<file path="src/rtl/bpsc_defs.svh">
/*
 Constants for the bus pin state controller: space codes,
 byte-lane codes, power modes, reset values and widths.
 Assumes inclusion by bare name from the package and the design file.
*/
`ifndef BPSC_DEFS_SVH
`define BPSC_DEFS_SVH

// ==========================================
// Access space codes
`define BPSC_SPACE_ONCHIP 2'h0
`define BPSC_SPACE_NORMAL 2'h1
`define BPSC_SPACE_MUX 2'h2
`define BPSC_SPACE_DRAM 2'h3

// ==========================================
// Byte-lane codes for 16-bit space
`define BPSC_LANE_UPPER 2'h1
`define BPSC_LANE_LOWER 2'h2
`define BPSC_LANE_WORD 2'h3

// ==========================================
// Power mode codes
`define BPSC_PWR_RUN 2'h0
`define BPSC_PWR_SLEEP 2'h1
`define BPSC_PWR_STANDBY 2'h2

// ==========================================
// Reset values and widths
`define BPSC_FLOAT_RESET 1'h0
`define BPSC_ADDR_W 22
`define BPSC_GPIO_W 16
`define BPSC_IRQ_W 6
`define BPSC_TIOC_W 8

`endif

</file>
<file path="src/rtl/bpsc_pkg.sv">
/*
 Types for the bus pin state controller.
 Assumes bpsc_defs.svh is on the include path.
*/
`include "bpsc_defs.svh"

package bpsc_pkg;
    typedef enum logic [1:0] {
        BPSC_ST_IDLE = 2'h0,
        BPSC_ST_ADDR = 2'h1,
        BPSC_ST_DATA = 2'h2
    } bpsc_state_t;
endpackage : bpsc_pkg

</file>
<file path="src/rtl/bpsc_pin_ctrl.sv">
/*
 Pin state controller for the external bus and peripheral pins.
 Assumes a single 100 MHz clock, synchronous inputs and a bus engine
 upstream that issues one access per request pulse.
*/
`timescale 1ns/10ps
`default_nettype none
`include "bpsc_defs.svh"

module bpsc_pin_ctrl #(
    parameter logic FLASH_VARIANT = 1'b1
) (
    // Clock and reset
    input wire logic ref_clk,
    input wire logic reset,
    // Access request
    input wire logic acc_start,
    input wire logic [1:0] acc_space,
    input wire logic acc_wide,
    input wire logic [1:0] acc_lane,
    input wire logic acc_write,
    input wire logic [1:0] acc_area,
    input wire logic [`BPSC_ADDR_W-1:0] acc_addr,
    input wire logic [15:0] acc_wdata,
    // DRAM controls
    input wire logic ras_down_mode,
    input wire logic refresh_active,
    // Power and configuration
    input wire logic [1:0] power_mode,
    input wire logic standby_pin_float,
    input wire logic programming_mode,
    // Port and timer pin sources
    input wire logic [`BPSC_GPIO_W-1:0] gpio_dir,
    input wire logic [`BPSC_GPIO_W-1:0] gpio_out_val,
    input wire logic [`BPSC_TIOC_W-1:0] tioc_dir,
    input wire logic [`BPSC_TIOC_W-1:0] tioc_out_val,
    // Bus pins
    output logic [`BPSC_ADDR_W-1:0] addr_o,
    output logic addr_oe,
    output logic [15:0] data_o,
    output logic [1:0] data_oe,
    output logic [3:0] area_select_n,
    output logic [3:0] area_select_oe,
    output logic read_strobe_n,
    output logic upper_write_strobe_n,
    output logic lower_write_strobe_n,
    output logic write_strobe_oe,
    output logic row_strobe_n,
    output logic upper_column_strobe_n,
    output logic lower_column_strobe_n,
    output logic transfer_direction,
    output logic dram_ctl_oe,
    output logic address_latch_out,
    output logic address_latch_oe,
    output logic clock_out_oe,
    // Peripheral pins
    output logic external_interrupt_pin_ie,
    output logic [`BPSC_GPIO_W-1:0] gpio_o,
    output logic [`BPSC_GPIO_W-1:0] gpio_oe,
    output logic [`BPSC_TIOC_W-1:0] timer_capture_compare_pin_o,
    output logic [`BPSC_TIOC_W-1:0] timer_capture_compare_pin_oe,
    output logic flash_write_enable_status
);

    // ==========================================
    // Access sequencer
    bpsc_pkg::bpsc_state_t state_reg;
    logic [1:0] space_reg;
    logic wide_reg;
    logic [1:0] lane_reg;
    logic write_reg;
    logic [1:0] area_reg;
    logic [15:0] wdata_reg;
    logic float_reg;
    logic standby;
    logic sleep;
    logic hold_drive;

    assign standby = (power_mode == `BPSC_PWR_STANDBY);
    assign sleep = (power_mode == `BPSC_PWR_SLEEP);
    assign hold_drive = !float_reg;

    always_ff @(posedge ref_clk or posedge reset) begin
        if (reset) begin
            float_reg <= `BPSC_FLOAT_RESET;
        end else begin
            float_reg <= standby_pin_float;
        end
    end

    always_ff @(posedge ref_clk or posedge reset) begin
        if (reset) begin
            state_reg <= bpsc_pkg::BPSC_ST_IDLE;
            space_reg <= `BPSC_SPACE_ONCHIP;
            wide_reg <= 1'b0;
            lane_reg <= 2'h0;
            write_reg <= 1'b0;
            area_reg <= 2'h0;
            wdata_reg <= 16'h0000;
        end else begin
            unique case (state_reg)
                bpsc_pkg::BPSC_ST_IDLE: begin
                    if (acc_start && power_mode == `BPSC_PWR_RUN) begin
                        state_reg <= bpsc_pkg::BPSC_ST_ADDR;
                        space_reg <= acc_space;
                        wide_reg <= acc_wide;
                        lane_reg <= acc_wide ? acc_lane : `BPSC_LANE_LOWER;
                        write_reg <= acc_write;
                        area_reg <= acc_area;
                        wdata_reg <= acc_wdata;
                    end
                end
                bpsc_pkg::BPSC_ST_ADDR: begin
                    state_reg <= bpsc_pkg::BPSC_ST_DATA;
                end
                bpsc_pkg::BPSC_ST_DATA: begin
                    state_reg <= bpsc_pkg::BPSC_ST_IDLE;
                end
                default: begin
                    state_reg <= bpsc_pkg::BPSC_ST_IDLE;
                end
            endcase
        end
    end

    // ==========================================
    // Address bus, kept from request
    always_ff @(posedge ref_clk or posedge reset) begin
        if (reset) begin
            addr_o <= '0;
            addr_oe <= 1'b1;
            clock_out_oe <= 1'b1;
        end else begin
            if (state_reg == bpsc_pkg::BPSC_ST_IDLE && acc_start) begin
                addr_o <= acc_addr;
            end
            addr_oe <= !(standby && float_reg);
            clock_out_oe <= !(standby && float_reg);
        end
    end

    // ==========================================
    // Strobes and data lanes
    logic in_cycle;
    logic in_data;
    logic is_ext;
    logic up_lane;
    logic lo_lane;
    assign in_cycle = (state_reg != bpsc_pkg::BPSC_ST_IDLE);
    assign in_data = (state_reg == bpsc_pkg::BPSC_ST_DATA);
    assign is_ext = (space_reg != `BPSC_SPACE_ONCHIP);
    assign up_lane = wide_reg && lane_reg[0];
    assign lo_lane = lane_reg[1];

    always_ff @(posedge ref_clk or posedge reset) begin
        if (reset) begin
            area_select_n <= 4'hF;
            area_select_oe <= 4'h3;
            read_strobe_n <= 1'b1;
            upper_write_strobe_n <= 1'b1;
            lower_write_strobe_n <= 1'b1;
            write_strobe_oe <= 1'b1;
            data_o <= 16'h0000;
            data_oe <= 2'h0;
            address_latch_out <= 1'b0;
            address_latch_oe <= 1'b0;
        end else begin
            area_select_n <= 4'hF;
            read_strobe_n <= 1'b1;
            upper_write_strobe_n <= 1'b1;
            lower_write_strobe_n <= 1'b1;
            data_oe <= 2'h0;
            address_latch_out <= 1'b0;
            area_select_oe <= {4{!standby}};
            write_strobe_oe <= !standby;
            address_latch_oe <= !standby;
            if (in_cycle && is_ext) begin
                if (space_reg == `BPSC_SPACE_NORMAL) begin
                    area_select_n[area_reg] <= (area_reg == 2'h3);
                end else if (space_reg == `BPSC_SPACE_MUX) begin
                    area_select_n[3] <= 1'b0;
                end
                read_strobe_n <= write_reg;
                upper_write_strobe_n <= !(write_reg && up_lane);
                lower_write_strobe_n <= !(write_reg && lo_lane);
                if (space_reg == `BPSC_SPACE_MUX && !in_data) begin
                    address_latch_out <= 1'b1;
                    data_o <= {addr_o[15:0]};
                    data_oe <= {wide_reg, 1'b1};
                end else if (write_reg) begin
                    data_o <= wdata_reg;
                    data_oe <= {up_lane, lo_lane};
                end
            end
        end
    end

    // ==========================================
    // DRAM strobes
    always_ff @(posedge ref_clk or posedge reset) begin
        if (reset) begin
            row_strobe_n <= 1'b1;
            upper_column_strobe_n <= 1'b1;
            lower_column_strobe_n <= 1'b1;
            transfer_direction <= 1'b1;
            dram_ctl_oe <= 1'b0;
        end else begin
            dram_ctl_oe <= !(standby && float_reg);
            if (in_cycle && space_reg == `BPSC_SPACE_DRAM) begin
                row_strobe_n <= 1'b0;
                upper_column_strobe_n <= !(in_data && up_lane);
                lower_column_strobe_n <= !(in_data && lo_lane);
                transfer_direction <= !write_reg;
            end else begin
                row_strobe_n <= !(ras_down_mode || refresh_active);
                upper_column_strobe_n <= !refresh_active;
                lower_column_strobe_n <= !refresh_active;
                transfer_direction <= 1'b1;
            end
        end
    end

    // ==========================================
    // Peripheral pins and flash status
    always_ff @(posedge ref_clk or posedge reset) begin
        if (reset) begin
            external_interrupt_pin_ie <= 1'b0;
            gpio_o <= '0;
            gpio_oe <= '0;
            timer_capture_compare_pin_o <= '0;
            timer_capture_compare_pin_oe <= '0;
            flash_write_enable_status <= 1'b0;
        end else begin
            external_interrupt_pin_ie <= !standby;
            flash_write_enable_status <= FLASH_VARIANT ? programming_mode : 1'b1;
            if (standby) begin
                gpio_oe <= gpio_dir & {`BPSC_GPIO_W{hold_drive}};
                timer_capture_compare_pin_oe <= tioc_dir & {`BPSC_TIOC_W{hold_drive}};
            end else begin
                gpio_o <= gpio_out_val;
                gpio_oe <= gpio_dir;
                timer_capture_compare_pin_o <= tioc_out_val;
                timer_capture_compare_pin_oe <= tioc_dir;
            end
        end
    end
endmodule : bpsc_pin_ctrl
`default_nettype wire

</file>
<file path="config.mk">
export PLATFORM = sky130hd
export DESIGN_NAME = bpsc_pin_ctrl
export DESIGN_NICKNAME = d
export VERILOG_FILES = /design/src/rtl/bpsc_pkg.sv /design/src/rtl/bpsc_pin_ctrl.sv
export VERILOG_INCLUDE_DIRS = /design/src /design/src/rtl
export SDC_FILE = /design/constraint.sdc
export NUM_CORES = 1
export LEC_CHECK = 0
export BUFFER_PORTS_ARGS = -buffer_cell sky130_fd_sc_hd__buf_2
export CORE_MARGIN = 4
export CORE_UTILIZATION = 51
export DETAILED_ROUTE_END_ITERATION = 7
export HOLD_SLACK_MARGIN = 0.06
export PLACE_DENSITY = 0.84
export SLEW_MARGIN = 0
export SYNTH_ARGS = -nofsm -noshare
export SYNTH_HDL_FRONTEND = slang
export SYNTH_SLANG_ARGS = --single-unit
</file>
<file path="constraint.sdc">
create_clock -name ref_clk -period 11.7 [get_ports ref_clk]
set_clock_uncertainty 0.05 [all_clocks]
set_input_delay 2.34 -clock ref_clk [delete_from_list [all_inputs] [get_ports ref_clk]]
set_output_delay 2.34 -clock ref_clk [all_outputs]
set_load 0.1 [all_outputs]
</file>
* After elaboration in Yosys (flattened, before gate mapping)
Cells that the tools add are included.
** Word-level totals
- Output and inout port bits :: 111
- Flip-flop bits (word level) :: 135
- Word-level logic and storage cells :: 100
** Operators by class
- Bitwise operators :: 4
- Magnitude comparators :: 2
- Equality and inequality tests :: 8
- Reductions and logical operators :: 31
- Multiplexer cells :: 25
** Operator list (number)
- two-way mux 16 bit :: 3
- bitwise AND 16 bit :: 1
- logical AND 1 bit :: 12
- two-way mux 1 bit :: 12
- zero test 1 bit :: 11
- equality test 2 bit (second input constant) :: 5
- two-way mux 2 bit :: 5
- bitwise AND 8 bit :: 1
- two-way mux 8 bit :: 1
- nonzero test 2 bit :: 3
- equality test 2 x 1 -> 1 bit (second input constant) :: 2
- zero test 2 bit :: 2
- two-way mux 4 bit :: 1
- NOT 4 bit :: 1
- OR 4 bit :: 1
- case mux 2 bit (2 select lines) :: 1
- AND reduction 2 bit :: 2
- < comparator 2 x 3 -> 1 bit (second input constant) :: 1
- two-way mux 3 bit :: 1
- demux 1 bit (select 2 bit) :: 1
- >= comparator 2 x 1 -> 1 bit (second input constant) :: 1
- inequality test 2 bit (second input constant) :: 1
- logical OR 1 bit :: 1

* Longest topological paths before layout
- Word-level depth :: 8
- Gate-level depth with buffers :: 6

* Worst setup path after synthesis
Ideal clock, no wire load.
- Path kind :: register -> output
- Start point :: register, netlist name area_select_oe[2]
- End point :: output area_select_oe[2]
- Data required time :: 9310 ps
- Slack :: 7953 ps
- Buffers on the path :: 1
- Arrival :: 1357 ps
- Cell stages (with the launch flop) :: 2
- Cells stage by stage :: dfrtp_1 > buf_4
** RTL lines
- end, declared :: RTL line bpsc_pin_ctrl.sv:43 : output logic [3:0] area_select_oe,
No word-level cell between the ends.

* Worst setup path in the final report
- Start point :: register clock_out_oe
- End point :: output clock_out_oe
** RTL lines
- start, declared :: RTL line bpsc_pin_ctrl.sv:55 : output logic clock_out_oe,
- start signal, assigned :: RTL line bpsc_pin_ctrl.sv:138 : clock_out_oe <= !(standby && float_reg);
No word-level cell between the ends.

==> results.cfg <==
[status]
status = completed

[timing]
grt_setup_unrepaired = false
finalMaxSlewViolations = 0
maxClockFrequency_mhz = 258.5
slew-limit-headroom = 0.2584
sum_neg_setup_slack_ns = 0
final.period_utilization = 0.3306
fin_crit_ns = 3.868
timing_hold_violations_final = 0
max_slew.worst_pin.slew_ns = 1.112
timing.final.setup_violations = 0

[pwr]
cellLeakagePower_nw = 3.336
power.share.clock = 0.318
power_switching_share = 0.4224
internal_power_w = 0.001028
pwr_density_cell_nw_per_um2 = 260.3
vdd_ir_drop_max_mv = 0.1327
seq_power_share = 0.325
totalPowerFinal_w = 0.001779
combPwrFrac = 0.356
total_switching_power_w = 0.0007515

[global_routing]
largest_net_degree_at_the_start_of_global_routing = 72
grt_util_all_layers = 0.2096
antenna_found_initial = 1
grt_remaining_overflow = 0
first_global_vias = 3753
global_route_wire_length_before_repair_um = 18440

[routing]
first_pass_iters = 4
drtAntennaViolNets = 0
drt_drc_violations_left = 0
average_wire_length_per_cell_after_detail_routing_um = 16.87
drt-initial-drc-count = 164
avgViaCountPerCell = 5.042
via_count = 3605
totalWireLength_um = 12060

[worst_setup_path]
rr_worst_depth = 3
crit_path_start_kind = register
worstSetupPathType = register to output pin
critical_path.max_fanout = 2
critPathBufInv = 1
critical_path_depth = 1
required_time_at_the_endpoint_of_the_critical_path_ns = 9.31
r2r_end = data_o[14]$_DFFE_PP0P_
rr_startpoint = state_reg[1]$_DFFE_PP0P_
timing.critical_path.arrival_ns = 1.48
worst_path_largest_cell_delay_ns = 0.53
endpoint_kind = output pin
cp_cell_sequence = buf_2
worst-r2r-setup-slack_ns = 9.64
critical_path.top_delay_family = flip-flops
critical_path.slowest_cell = sky130_fd_sc_hd__dfstp_2

[cts]
tritoncts.num_buffers = 17
cts_num_sinks = 132
htree_levels = 4
clkLatencyLatePin_ns = 0.51
clk_root_buffer_cell = sky130_fd_sc_hd__clkbuf_8
cts.repair_timing.setup_buffer_count = 0
clock_transition_time_at_the_flip_flop_clock_pins_of_the_worst_setup_and_hold_paths_ns = 0.06
number_of_gates_resized_after_cts = 0
cts_tree = done
clock_path_buffers = 2
count_of_hold_buffers_inserted_by_post_cts_repair = 0

[finish]
drive_above_1_share = 0.5766
multi_input_comb_area_um2 = 1582
regArea_um2 = 3319
largest_register_ffs = 22
largest-register = addr_o
fillerInstances = 729
flow.area_growth_from_synthesis_pct = 34.38
layout.nets = 671

[worst_hold_path]
hold_path_class = register to register
worst_min_delay_path_endpoint = area_select_n[1]$_DFF_PP1_
holdPathStages = 1
hold_path_startpoint = area_reg[0]$_DFFE_PP0P_

[synthesis]
synth-edff-count = 0
synthesis.instances = 362
synth_sequential_area_ratio = 0.6525
yosys_most_used_dff = sky130_fd_sc_hd__dfrtp_1
synth.distinct_cells = 33
syn_area_per_cell_um2 = 14.05
async_flop_share = 1.000
post_synth_instance_area_um2 = 5087
yosys_warnings = 0
synth_seq_cells = 132
syn_nets = 465

[floorplan]
die_height_um = 107.9
die_x_um = 107.9
floorplan.initialDensity = 0.5229
placementRows = 36
core-area_um2 = 9729
floorplan.die_area_um2 = 11640
design.portCount = 214

[place]
gp_congestion = 0.7847
dp.final_hpwl_um = 8625
place.port_buffers = 213

[flow_run]
timing.max_cap.violations = 0
-- worst register-to-register path: stages (launching register included) --
cell                      delay (ns)
sky130_fd_sc_hd__dfrtp_1        0.56
sky130_fd_sc_hd__a21o_1         0.54
sky130_fd_sc_hd__and2_1         0.57
sky130_fd_sc_hd__a31oi_1        0.18
-- power groups by stage --
| stage | Clock (W) | Combinational [W] | Sequential (W) |
|---|---|---|---|
| finish | 0.000566 | 0.000634 | 0.000579 |
| global placement | 0 | 0.000630 | 0.000581 |
| floorplan | 0 | 0.000131 | 0.000974 |
| CTS | 0.000575 | 0.000638 | 0.000579 |
| global route | 0.000598 | 0.000657 | 0.000588 |
| detailed placement | 0 | 0.000638 | 0.000584 |
-- cell usage after synthesis, drive strengths merged (2+ instances only) --
| cell type | n | area (um^2) |
|---|---|---|
| mux2 | 69 | 848.3 |
| nor2b | 3 | 18.77 |
| a21oi | 17 | 85.08 |
| dfstp | 13 | 341.6 |
| buf | 20 | 126.4 |
| o21ai | 18 | 90.09 |
| clkbuf | 9 | 33.78 |
| a31oi | 16 | 100.1 |
| nand3 | 17 | 85.08 |
| and2 | 25 | 156.4 |
| nor2 | 3 | 11.26 |
| nand2b | 4 | 25.02 |
| inv | 7 | 26.28 |
| dfrtp | 119 | 2978 |
| nor3 | 2 | 10.01 |
| nand2 | 8 | 37.54 |
-- cell type report --
cell class | instances | area share
multi-input cells | 194 | 0.2313
flip-flops and latches | 132 | 0.4855
inverters | 7 | 0.004575
diodes | 1 | 0.0003660
clock buffers | 19 | 0.06460
repair buffers | 216 | 0.1592
clock inverters | 13 | 0.03001
well taps | 133 | 0.02434
-- worst max-delay path by stage --
stage / end / start
final: clock_out_oe / clock_out_oe$_DFF_PP1_
after global routing: clock_out_oe / clock_out_oe$_DFF_PP1_
after CTS: clock_out_oe / clock_out_oe$_DFF_PP1_
after detailed placement: gpio_o[3]$_DFFE_PP0P_ / power_mode[0]
after global placement: gpio_o[15]$_DFFE_PP0P_ / power_mode[0]
after floorplan: addr_o[0]$_DFFE_PP0P_ / reset
-- per-stage QoR --
step	hold slack, ns	util	setup WS [ns]	area [um^2]	std cells
floorplan	0.3438	-	5.805	5087	362
global placement	0.3666	0.6359	7.842	6187	682
detailed placement	0.3737	0.6359	7.777	6187	682
CTS	0.3835	0.7024	7.812	6834	714
global route	0.4073	0.7027	7.805	6837	715
finish	0.3815	0.7027	7.832	6837	715
-- per-layer routing --
metal  track usage  routed length [um]  share of wire  vias up
met1        0.2417                4655           0.39     1778
met5             0                   0              0        -
met3       0.06059                 773          0.064       14
met4       0.08025                 165          0.014        0
met2        0.3681                6470           0.54      136
li1              -                   -              -     1677
-- placed cells by master, fill, tap and decap left out, types with 2 or more instances in the layout --
cell type,netlist,routed
sky130_fd_sc_hd__nand3_1,17,17
sky130_fd_sc_hd__mux2_2,50,50
sky130_fd_sc_hd__clkinv_4,0,2
sky130_fd_sc_hd__inv_1,7,6
sky130_fd_sc_hd__bufinv_16,0,5
sky130_fd_sc_hd__nor2_1,3,3
sky130_fd_sc_hd__a21oi_1,17,17
sky130_fd_sc_hd__mux2_4,19,19
sky130_fd_sc_hd__nor2b_1,3,3
sky130_fd_sc_hd__buf_4,6,3
sky130_fd_sc_hd__nand2_1,7,7
sky130_fd_sc_hd__clkinvlp_4,0,3
sky130_fd_sc_hd__nand2b_1,4,4
sky130_fd_sc_hd__clkinv_2,0,3
sky130_fd_sc_hd__and2_1,25,25
sky130_fd_sc_hd__clkbuf_8,0,3
sky130_fd_sc_hd__dfrtp_1,119,119
sky130_fd_sc_hd__dfstp_2,13,13
sky130_fd_sc_hd__clkbuf_16,0,16
sky130_fd_sc_hd__buf_2,11,213
sky130_fd_sc_hd__o21ai_0,18,18
sky130_fd_sc_hd__a31oi_1,16,16
sky130_fd_sc_hd__nor3_1,2,2
-- kinds of logic after synthesis --
family                 Yosys count  synth area share
AOI/OAI and AO/OA               59           0.06739
buffers and inverters           36           0.03664
DFF                            132            0.6525
muxes                           70            0.1687
and+or+nand+nor                 65           0.07477
No activity file was read; power rests on OpenSTA's default activity.
